<file path="src/hw/sleep_mask_defs.svh">
// Constants for the sleep-state error mask register bank.
// Assumes an 8-bit register address space reached by the serial
// management bus slave of the monitor.
//
// Functional notes
// In the deep sleep state each fan input error (inputs 1 to 4, bits 0 to 3) is hidden while its mask bit is set, and all four bits are set after reset.
// In the deep sleep state the zone 1 and 2 temperature and diode fault errors are hidden while bit 3 of the deep sleep temperature/voltage mask is set, and that bit is clear after reset.
// In the off state the errors of general-purpose inputs 0 to 3 are hidden while their mask bits 0 to 3 are set.
// In the off state the errors of general-purpose inputs 4 to 7 are hidden while their mask bits 4 to 7 are set, and all eight bits are set after reset.
// In the deep sleep state the limit errors of analog channels 12, 13 and 14 are hidden while mask bits 0 to 2 are set, and those bits are set after reset.
// A mask register acts only while the sleep state field selects its own state, and nothing is hidden in the working state.
// The sleep state field is forced to the off state whenever the reset input is asserted.

`ifndef SLEEP_MASK_DEFS_SVH
`define SLEEP_MASK_DEFS_SVH

// ------------------------------------------------------------------
// Register offsets
// ------------------------------------------------------------------
`define S3_FAN_INPUT_MASK_OFS    8'hE8
`define S3_TEMP_VOLTAGE_MASK_OFS 8'hE9
`define S45_INPUT_MASK_OFS       8'hEA

// ------------------------------------------------------------------
// Reset values
// ------------------------------------------------------------------
`define S3_FAN_INPUT_MASK_RST    4'hF
`define S3_TEMP_VOLTAGE_MASK_RST 4'h7
`define S45_INPUT_MASK_RST       8'hFF

// ------------------------------------------------------------------
// Field positions
// ------------------------------------------------------------------
`define FAN_MASK_MSB             3
`define TV_ANALOG_MSB            2
`define TV_ZONE_TEMP_BIT         3
`define READ_ZERO                8'h00

`endif

</file>
<file path="src/hw/sleep_mask_pkg.sv">
// Types for the sleep-state error mask register bank.
// Assumes the constants header is included by the design file.

package sleep_mask_pkg;

  // ----------------------------------------------------------------
  // Sleep state encoding
  // ----------------------------------------------------------------
  typedef enum logic [1:0] {
    SLEEP_WORKING = 2'b00,
    SLEEP_LIGHT   = 2'b01,
    SLEEP_DEEP    = 2'b10,
    SLEEP_OFF     = 2'b11
  } sleep_state_t;

  // ----------------------------------------------------------------
  // Error source vector
  // ----------------------------------------------------------------
  typedef struct packed {
    logic [7:0] gpi;
    logic       zone_temp;
    logic [2:0] analog;
    logic [3:0] fan;
  } err_vec_t;

  // ----------------------------------------------------------------
  // Register access request
  // ----------------------------------------------------------------
  typedef struct packed {
    logic       wr;
    logic       rd;
    logic [7:0] addr;
    logic [7:0] wdata;
  } reg_req_t;

  // ----------------------------------------------------------------
  // Whole block state
  // ----------------------------------------------------------------
  typedef struct packed {
    logic [3:0]   s3_fan_input_mask;
    logic [3:0]   s3_temp_voltage_mask;
    logic [7:0]   s45_input_mask;
    sleep_state_t sleep_state;
    logic [7:0]   rd_data;
    logic         rd_valid;
    err_vec_t     err_rep;
  } mask_state_t;

endpackage

</file>
<file path="src/hw/sleep_state_error_masks.sv">
// Sleep-state error mask register bank and error gating.
// Assumes the serial bus slave presents one-cycle read and write
// strobes with an 8-bit address, and that error inputs are levels.

`timescale 1ns/100ps
`include "sleep_mask_defs.svh"

module sleep_state_error_masks #(
  parameter int ADDR_W   = 8,
  parameter int FAN_N    = 4,
  parameter int ANALOG_N = 3,
  parameter int GPI_N    = 8
) (
  // Clock and reset.
  input  wire logic                      mclk,
  input  wire logic                      rst_n,
  // Device reset pin, active high.
  input  wire logic                      reset_in,
  // Sleep state field update from the control register.
  input  wire logic                      state_wr,
  input  wire logic [1:0]                state_wdata,
  // Register access from the bus slave.
  input  wire sleep_mask_pkg::reg_req_t  reg_req,
  output logic [7:0]                     reg_rdata,
  output logic                           reg_rvalid,
  // Raw and reported errors.
  input  wire sleep_mask_pkg::err_vec_t  err_raw,
  output sleep_mask_pkg::err_vec_t       err_rep,
  // Current sleep state.
  output sleep_mask_pkg::sleep_state_t   sleep_state
);

  // ----------------------------------------------------------------
  // Elaboration check
  // ----------------------------------------------------------------
  if (ADDR_W != 8) begin : g_bad_addr
    $error("Address width must be 8.");
  end

  if (FAN_N != 4) begin : g_bad_fan
    $error("Fan input count must be 4.");
  end

  if (ANALOG_N != 3) begin : g_bad_analog
    $error("Analog channel count must be 3.");
  end

  if (GPI_N != 8) begin : g_bad_gpi
    $error("General-purpose input count must be 8.");
  end

  localparam int ERR_W = FAN_N + ANALOG_N + GPI_N + 1;

  if (ERR_W != $bits(sleep_mask_pkg::err_vec_t)) begin : g_bad_vec
    $error("Error vector layout does not match the counts.");
  end

  // ----------------------------------------------------------------
  // State
  // ----------------------------------------------------------------
  sleep_mask_pkg::mask_state_t st_r;
  sleep_mask_pkg::mask_state_t st_nxt;
  sleep_mask_pkg::err_vec_t    hide;

  // ----------------------------------------------------------------
  // Named mask fields
  // ----------------------------------------------------------------
  logic fan_in1_deep_sleep_mask;
  logic fan_in2_deep_sleep_mask;
  logic fan_in3_deep_sleep_mask;
  logic fan_in4_deep_sleep_mask;

  logic analog_ch12_deep_sleep_mask;
  logic analog_ch13_deep_sleep_mask;
  logic analog_ch14_deep_sleep_mask;

  logic zone_temp_deep_sleep_mask;

  logic input0_off_state_mask;
  logic input1_off_state_mask;
  logic input2_off_state_mask;
  logic input3_off_state_mask;
  logic input4_off_state_mask;
  logic input5_off_state_mask;
  logic input6_off_state_mask;
  logic input7_off_state_mask;

  assign fan_in1_deep_sleep_mask     = st_r.s3_fan_input_mask[0];
  assign fan_in2_deep_sleep_mask     = st_r.s3_fan_input_mask[1];
  assign fan_in3_deep_sleep_mask     = st_r.s3_fan_input_mask[2];
  assign fan_in4_deep_sleep_mask     = st_r.s3_fan_input_mask[3];
  assign analog_ch12_deep_sleep_mask = st_r.s3_temp_voltage_mask[0];
  assign analog_ch13_deep_sleep_mask = st_r.s3_temp_voltage_mask[1];
  assign analog_ch14_deep_sleep_mask = st_r.s3_temp_voltage_mask[2];
  assign zone_temp_deep_sleep_mask   =
    st_r.s3_temp_voltage_mask[`TV_ZONE_TEMP_BIT];
  assign input0_off_state_mask       = st_r.s45_input_mask[0];
  assign input1_off_state_mask       = st_r.s45_input_mask[1];
  assign input2_off_state_mask       = st_r.s45_input_mask[2];
  assign input3_off_state_mask       = st_r.s45_input_mask[3];
  assign input4_off_state_mask       = st_r.s45_input_mask[4];
  assign input5_off_state_mask       = st_r.s45_input_mask[5];
  assign input6_off_state_mask       = st_r.s45_input_mask[6];
  assign input7_off_state_mask       = st_r.s45_input_mask[7];

  // ----------------------------------------------------------------
  // Next state
  // ----------------------------------------------------------------
  always_comb begin
    st_nxt = st_r;
    hide   = '0;
    st_nxt.rd_valid = 1'b0;

    // Sleep state field.
    if (reset_in) begin
      st_nxt.sleep_state = sleep_mask_pkg::SLEEP_OFF;
    end else if (state_wr) begin
      st_nxt.sleep_state = sleep_mask_pkg::sleep_state_t'(state_wdata);
    end

    // Register writes; reserved bits are dropped.
    if (reg_req.wr) begin
      case (reg_req.addr)
        `S3_FAN_INPUT_MASK_OFS: begin
          st_nxt.s3_fan_input_mask = reg_req.wdata[`FAN_MASK_MSB:0];
        end
        `S3_TEMP_VOLTAGE_MASK_OFS: begin
          st_nxt.s3_temp_voltage_mask = reg_req.wdata[3:0];
        end
        `S45_INPUT_MASK_OFS: begin
          st_nxt.s45_input_mask = reg_req.wdata;
        end
        default: begin
          st_nxt.s45_input_mask = st_r.s45_input_mask;
        end
      endcase
    end

    // Register reads; unmapped addresses read zero.
    if (reg_req.rd) begin
      st_nxt.rd_valid = 1'b1;
      case (reg_req.addr)
        `S3_FAN_INPUT_MASK_OFS: begin
          st_nxt.rd_data = {4'h0, st_r.s3_fan_input_mask};
        end
        `S3_TEMP_VOLTAGE_MASK_OFS: begin
          st_nxt.rd_data = {4'h0, st_r.s3_temp_voltage_mask};
        end
        `S45_INPUT_MASK_OFS: begin
          st_nxt.rd_data = st_r.s45_input_mask;
        end
        default: begin
          st_nxt.rd_data = `READ_ZERO;
        end
      endcase
    end

    // Mask selection by sleep state.
    case (st_r.sleep_state)
      sleep_mask_pkg::SLEEP_DEEP: begin
        hide.fan[0]    = fan_in1_deep_sleep_mask;
        hide.fan[1]    = fan_in2_deep_sleep_mask;
        hide.fan[2]    = fan_in3_deep_sleep_mask;
        hide.fan[3]    = fan_in4_deep_sleep_mask;
        hide.analog[0] = analog_ch12_deep_sleep_mask;
        hide.analog[1] = analog_ch13_deep_sleep_mask;
        hide.analog[2] = analog_ch14_deep_sleep_mask;
        hide.zone_temp = zone_temp_deep_sleep_mask;
      end
      sleep_mask_pkg::SLEEP_OFF: begin
        hide.gpi[0] = input0_off_state_mask;
        hide.gpi[1] = input1_off_state_mask;
        hide.gpi[2] = input2_off_state_mask;
        hide.gpi[3] = input3_off_state_mask;
        hide.gpi[4] = input4_off_state_mask;
        hide.gpi[5] = input5_off_state_mask;
        hide.gpi[6] = input6_off_state_mask;
        hide.gpi[7] = input7_off_state_mask;
      end
      sleep_mask_pkg::SLEEP_LIGHT: begin
        hide = '0;
      end
      sleep_mask_pkg::SLEEP_WORKING: begin
        hide = '0;
      end
      default: begin
        hide = '0;
      end
    endcase

    // Reported errors.
    st_nxt.err_rep.gpi       = err_raw.gpi & ~hide.gpi;
    st_nxt.err_rep.zone_temp = err_raw.zone_temp & ~hide.zone_temp;
    st_nxt.err_rep.analog    = err_raw.analog & ~hide.analog;
    st_nxt.err_rep.fan       = err_raw.fan & ~hide.fan;
  end

  // ----------------------------------------------------------------
  // Registers
  // ----------------------------------------------------------------
  always_ff @(posedge mclk) begin
    if (!rst_n) begin
      st_r.s3_fan_input_mask    <= `S3_FAN_INPUT_MASK_RST;
      st_r.s3_temp_voltage_mask <= `S3_TEMP_VOLTAGE_MASK_RST;
      st_r.s45_input_mask       <= `S45_INPUT_MASK_RST;
      st_r.sleep_state          <= sleep_mask_pkg::SLEEP_OFF;
      st_r.rd_data              <= 8'h00;
      st_r.rd_valid             <= 1'b0;
      st_r.err_rep              <= '0;
    end else begin
      st_r <= st_nxt;
    end
  end

  // ----------------------------------------------------------------
  // Outputs
  // ----------------------------------------------------------------
  assign reg_rdata   = st_r.rd_data;
  assign reg_rvalid  = st_r.rd_valid;
  assign err_rep     = st_r.err_rep;
  assign sleep_state = st_r.sleep_state;

endmodule

</file>
<file path="config.mk">
export PLATFORM = sky130hd
export DESIGN_NAME = sleep_state_error_masks
export DESIGN_NICKNAME = d
export VERILOG_FILES = /design/src/hw/sleep_mask_pkg.sv /design/src/hw/sleep_state_error_masks.sv
export VERILOG_INCLUDE_DIRS = /design/src /design/src/hw
export SDC_FILE = /design/constraint.sdc
export NUM_CORES = 1
export LEC_CHECK = 0
export BUFFER_PORTS_ARGS = -buffer_cell sky130_fd_sc_hd__buf_2
export CORE_ASPECT_RATIO = 1.1
export CORE_MARGIN = 5
export CORE_UTILIZATION = 30
export CTS_CLUSTER_DIAMETER = 150
export DETAILED_ROUTE_END_ITERATION = 8
export PLACE_DENSITY = 0.59
export SYNTH_ARGS = -nofsm -noshare
export SYNTH_HDL_FRONTEND = slang
export SYNTH_SLANG_ARGS = --single-unit
</file>
<file path="constraint.sdc">
create_clock -name mclk -period 1.35 [get_ports mclk]
set_input_delay 0.2025 -clock mclk [delete_from_list [all_inputs] [get_ports mclk]]
set_output_delay 0.2025 -clock mclk [all_outputs]
set_load 0.005 [all_outputs]
</file>
==> impl_metrics.json, run 1 <==
{
  "n_antenna_cell": 0,
  "placed_area_mm2": 0.00225,
  "ys_types": 29,
  "hp-class": "in2reg",
  "hold_viol_final": 0,
  "synth-edff-count": 0,
  "vias": 1629,
  "worstMarginPinSlew_ps": 372,
  "busiest_layer": "met2",
  "finalWeightedCongestion": 0.795,
  "die_area_mm2": 0.00820,
  "synthFlopType": "dfxtp_1",
  "r2r_slack_ps": 290,
  "peakVddDrop_mv": 0.687,
  "dr.pass1.iters": 4,
  "die_w_um": 86.8,
  "syn_area_mm2": 0.00195,
  "power_per_cell_area_mw_per_mm2": 1060,
  "rsz0062_at_grt": "false",
  "clk-insertion-delay-late_ps": 290,
  "r2r_start": "fan_in1_deep_sleep_mask",
  "fin_area_mm2": 0.00235,
  "die_height_um": 94.5,
  "relSlewSlack": 0.752,
  "grt_use_met3": 0.0358,
  "finalClockSkew_ps": 8.34,
  "final_layout_size_suffix_gt1_frac": 0.351,
  "synthCells": 219,
  "yosysSeqAreaShare": 0.442,
  "period_share": 0.793,
  "fmax_mhz": 935,
  "final-setup-viol-count": 0,
  "largest_register_ffs": 16,
  "drc": 0,
  "syn_avg_cell_area_um2": 8.89,
  "fin_crit_ps": 1070,
  "worstPathArrival_ps": 1230,
  "synth_top_family_by_area": "simple AND/OR/NAND/NOR gates",
  "numCtsBuffers": 5,
  "postCtsHoldBufs": 0,
  "use_met2": 0.199,
  "clk_pin_slew_ps": 80,
  "ys_warn_count": 0,
  "rows": 30,
  "muxShareOfSynthArea": 0.0694,
  "synth.cells.most_frequent": "dfxtp_1, buf_4, a21oi_1, nand2_1, nand3_1",
  "synth.most_common_cell": "dfxtp_1",
  "synth_seq_cells": 43,
  "final_core_util": 0.378,
  "maxCapViolations": 0,
  "synth-adder-area-share": 0,
  "maxSlewViolCount": 0,
  "min_from": "reset_in",
  "first_global_vias": 1623,
  "start_util": 0.312,
  "holdPathStages": 3,
  "grt_antenna_before_repair": 0,
  "grt_pass1_wl_um": 7710,
  "power_mw": 2.50,
  "grt_usage": 0.120,
  "ant_nets": 0,
  "cts_resized": 0,
  "htree_levels": 2,
  "yosysTopAreaCell": "dfxtp_1",
  "regMostFlops": "err_rep",
  "core_area_mm2": 0.00623,
  "grtUsageMet1": 0.151,
  "worstSetupEndpointType": "register",
  "clockBufferDepth": 2,
  "vias_per_cell": 4.68,
  "cts_tree": "yes",
  "synth_xor_area_frac": 0,
  "cp.required_ps": 1510,
  "wl_per_cell_um": 13.5,
  "syn_to_final_growth_pct": 20.9,
  "cp_max_fo": 9,
  "cts_setup_buffers": 0,
  "p_leak_nw": 1.07,
  "grt_max_degree": 24,
  "final_net_count": 308,
  "grt_overflow": 0,
  "drt_iter0_markers": 84,
  "wirelength_um": 4690,
  "async_flop_share": 0,
  "synth_compound_area_frac": 0.130,
  "path_class": "in2reg",
  "startpoint_type": "input pin",
  "synth.area.top_cells": "dfxtp_1, buf_4, a21oi_1, mux2i_1, nand2_1",
  "rr_endpoint": "reg_rdata[0]",
  "synth_nets": 259,
  "hold_end": "sleep_state[1]",
  "dp_hpwl_um": 3750,
  "clockRootBuffer": "clkbuf_8",
  "io_buffers": 66,
  "cts_sinks": 43,
  "status": "complete, no violations",
  "reg2regPathDepth": 3,
  "synth_top_cell_area_share": 0.442,
  "pin_count": 67,
  "yosys.area_share.simple": 0.226
}
## worst max-delay path: stages
cell,delay (ps)
buf_2,110
or3b_1,540
o31ai_1,280
nand3_1,100
## cell families (layout without fill, tap and decap cells)
kind of cell	count (synthesis)	count (layout)
compound gates	41	41
buf+inv	41	90
flops	43	43
mux	13	13
simple gates	81	81
## through the flow
step                      hold slack [ps]  setup slack [ps]  cells  setup TNS (ps)
after floorplan                       306               178    219               0
after global placement                402             -6.19    341           -10.3
after detailed placement              399             -30.5    341           -97.6
after CTS                            89.2               261    348               0
after global routing                 97.0               204    348               0
final                                94.0               280    348               0
## power by group
group          internal (mW)  switching [mW]
clock network          0.542           0.406
registers               1.29         0.00646
logic                  0.122           0.130
## per-layer routing
metal  vias up  part of all wire
li1        832                 -
met1       745              0.45
met2        47              0.47
met3         5             0.067
met4         0             0.011
met5         -                 0
## cell usage in the layout, fill, tap and decap left out, types with 2 or more instances in the layout
| cell type | synthesis | final |
|---|---|---|
| buf_2 | 6 | 66 |
| dfxtp_1 | 43 | 43 |
| nand2_1 | 23 | 23 |
| a21oi_1 | 23 | 23 |
| buf_4 | 26 | 14 |
| nand3_1 | 13 | 13 |
| nor2_1 | 10 | 10 |
| mux2i_1 | 9 | 9 |
| nor2b_1 | 7 | 7 |
| nor3_1 | 6 | 6 |
| nand2b_1 | 5 | 5 |
| nand4_1 | 5 | 5 |
| a211o_1 | 5 | 5 |
| clkbuf_8 | 0 | 5 |
| o31ai_1 | 4 | 4 |
| and3_1 | 4 | 4 |
| mux2_2 | 4 | 4 |
| a31oi_1 | 4 | 4 |
| a211oi_1 | 3 | 3 |
| and2_1 | 2 | 2 |
| inv_1 | 2 | 2 |
## how the worst max path moves through the flow
stage                                  startpoint  slack, ps                      end  depth (start not counted)
after global routing                   reg_req[8]        200  fan_in3_deep_sleep_mask                          4
after floorplan                        reg_req[8]        180    input3_off_state_mask                          3
after detailed placement               reg_req[8]        -30  fan_in1_deep_sleep_mask                          4
after CTS                 fan_in1_deep_sleep_mask        260             reg_rdata[0]                          3
final                                  reg_req[8]        280  fan_in2_deep_sleep_mask                          4
after global placement                 reg_req[8]         -6  fan_in2_deep_sleep_mask                          4
## cell type report
type / instances / area, um^2
clock inverter: 1 / 30.0
multi-input combinational: 135 / 827
inverter: 2 / 7.51
timing repair buffer: 81 / 455
fill: 688 / 3880
tap: 80 / 100
sequential: 43 / 861
clock buffer: 6 / 72.6
Power figures use the tool's default switching activity.
==> run 2: changes to the inputs <==
Settings changed: ABC_AREA set to 1, PLACE_DENSITY 0.59 to 0.6.
Clock period 1.35 ns to 1 ns, I/O delays scaled along.
==> impl_metrics.json, run 2 <==
{
  "cpLargestDelayFamily": "flip-flops",
  "clk-insertion-delay-late_ps": 290,
  "synth_nets": 287,
  "fin_hold_ws_ps": 53.6,
  "pin_count": 67,
  "largest_register_ffs": 16,
  "fill_cells": 673,
  "grt_max_degree": 23,
  "synthCells": 247,
  "htree_levels": 2,
  "rows": 30,
  "r2r_start": "sleep_state[1]",
  "r2r_slack_ps": 110,
  "p_leak_nw": 1.26,
  "status": "complete, no violations",
  "synth.area.top_cells": "dfxtp_1, nand2_1, nand3_1, buf_4, inv_1",
  "synth.cells.most_frequent": "nand2_1, nand3_1, dfxtp_1",
  "postCtsHoldBufs": 0,
  "core_area_mm2": 0.00612,
  "yosysSeqAreaShare": 0.458,
  "grt_usage": 0.109,
  "worstPathArrival_ps": 790,
  "dp_hpwl_um": 3350,
  "fmax_mhz": 1070,
  "synth.most_common_cell": "nand2_1",
  "cp_max_fo": 4,
  "cp-startpoint": "sleep_state[0]",
  "finalWeightedCongestion": 0.837,
  "cts_sinks": 43,
  "final_layout_size_suffix_gt1_frac": 0.306,
  "die_area_mm2": 0.00795,
  "vias": 1561,
  "critPathCapture": "sleep_state[0]",
  "crit_cells": 1,
  "startpoint_type": "register",
  "grt_overflow": 0,
  "fin_crit_ps": 935,
  "cp.required_ps": 850,
  "regMostFlops": "err_rep",
  "clockRootBuffer": "clkbuf_8",
  "maxSlewViolCount": 0,
  "drt_iter0_markers": 68,
  "first_global_vias": 1526,
  "hp-class": "in2reg",
  "cpPeakStageDelay_ps": 370,
  "final_net_count": 333,
  "async_flop_share": 0,
  "ys_warn_count": 0,
  "wirelength_um": 4180,
  "dp_cells": 366,
  "fin_cells": 374,
  "critPathSlowestCell": "dfxtp_1",
  "cts_tree": "yes",
  "clockBufferDepth": 2,
  "die_w_um": 85.5,
  "power_mw": 3.62,
  "maxCapViolations": 0,
  "grt_pass1_wl_um": 6890,
  "crit_chain": "buf_2",
  "clk_pin_slew_ps": 80,
  "final-setup-viol-count": 0,
  "die_height_um": 93.0,
  "final_common_cell": "nand2_1",
  "synthFlopType": "dfxtp_1",
  "yosysTopAreaCell": "dfxtp_1",
  "syn_area_mm2": 0.00188,
  "syn_avg_cell_area_um2": 7.61,
  "synth_top_cell_area_share": 0.458,
  "start_util": 0.307,
  "reg2regPathDepth": 6,
  "finalClockSkew_ps": 4.01,
  "grt_antenna_before_repair": 0,
  "synth-edff-count": 0,
  "relSlewSlack": 0.850,
  "synth_seq_cells": 43,
  "path_class": "reg2out",
  "post-place-ws_ps": -145,
  "hold_viol_final": 0,
  "layout_common_cells": "nand2_1, buf_2, nand3_1",
  "worstSetupEndpointType": "primary output",
  "vias_per_cell": 4.17,
  "placed_area_mm2": 0.00212,
  "dr.pass1.iters": 4,
  "period_share": 0.935,
  "power_per_cell_area_mw_per_mm2": 1600,
  "syn_to_final_growth_pct": 19.9,
  "worstMarginPinSlew_ps": 225,
  "ys_types": 19,
  "ant_nets": 0,
  "n_antenna_cell": 0,
  "layout_setup_ws_ps": 64.9,
  "wl_per_cell_um": 11.2,
  "rr_endpoint": "err_rep[6]",
  "rsz0062_at_grt": "false",
  "crit_buf_inv": 1,
  "fin_area_mm2": 0.00225,
  "drc": 0,
  "io_buffers": 66,
  "numCtsBuffers": 5,
  "peakVddDrop_mv": 0.569
}
run 2: cell types whose count changed after synthesis, moves of 6 or more:
cell	change
a21oi_1	-14
nor3_1	-6
mux2i_1	-9
nor2b_1	-7
nor2_1	-8
nand3_1	+36
inv_1	+25
nand2_1	+46
run 2: timing repair:
action                                  CTS  global route
endpoints found under the setup margin    1             3
gates cloned                              0             0
endpoints found under the hold margin     0             0
buffers inserted                          0             0
gates resized for setup                   1             1
run 2: layer usage:
metal	global-route usage	up-vias	wire length (um)
met2	0.179	49	1970
li1	-	840	-
met4	0.0567	0	121
met1	0.118	662	1710
met5	0	-	0
met3	0.0449	10	383
run 2: final cells by class:
class | instances | area, um^2 | area share
multi-input cells | 142 | 672 | 0.298
repair buffers | 72 | 375 | 0.166
inverters | 29 | 114 | 0.0505
flip-flops and latches | 43 | 861 | 0.382
well taps | 80 | 100 | 0.0444
clock buffers | 6 | 72.6 | 0.0322
clock inverters | 2 | 60.1 | 0.0266
run 2: where the power goes:
part / internal, mW / leakage, nW / switching [mW]
Sequential: 1.75 / 0.351 / 0.0129
Clock: 0.998 / 0.0654 / 0.566
Combinational: 0.130 / 0.845 / 0.158
Total: 2.88 / 1.26 / 0.737
run 2: worst min-delay path by stage:
stage | from | cells after the start | slack [ps] | end
after floorplan | reg_req[0] | 2 | 260 | analog_ch12_deep_sleep_mask
after global placement | reg_req[7] | 3 | 350 | input7_off_state_mask
after detailed placement | reg_req[5] | 3 | 350 | input5_off_state_mask
after CTS | reg_req[5] | 3 | 50 | input5_off_state_mask
after global routing | reg_req[4] | 3 | 50 | input4_off_state_mask
final | reg_req[4] | 3 | 50 | input4_off_state_mask
run 2: kinds of logic (layout without fill, tap and decap cells):
kind of cell,Yosys count,in the layout,share of synthesized area
AO/OA/AOI/OAI,15,15,0.0426
AND/OR/NAND/NOR,127,127,0.312
buffers and inverters,62,109,0.188
flip-flops,43,43,0.458
run 2: worst register-to-register path, cell delays in order, from the launching register on:
cell and delay (ps):
dfxtp_1 340, inv_1 60, nor2_1 80, buf_4 150, nand2_1 70, nand3_1 60, inv_1 40
run 2: metrics by stage:
stage               setup TNS [ps]  utilization
floorplan                        0            -
global placement             -1200        0.346
detailed placement           -1520        0.346
CTS                              0        0.368
global route                     0        0.369
finish                           0        0.369
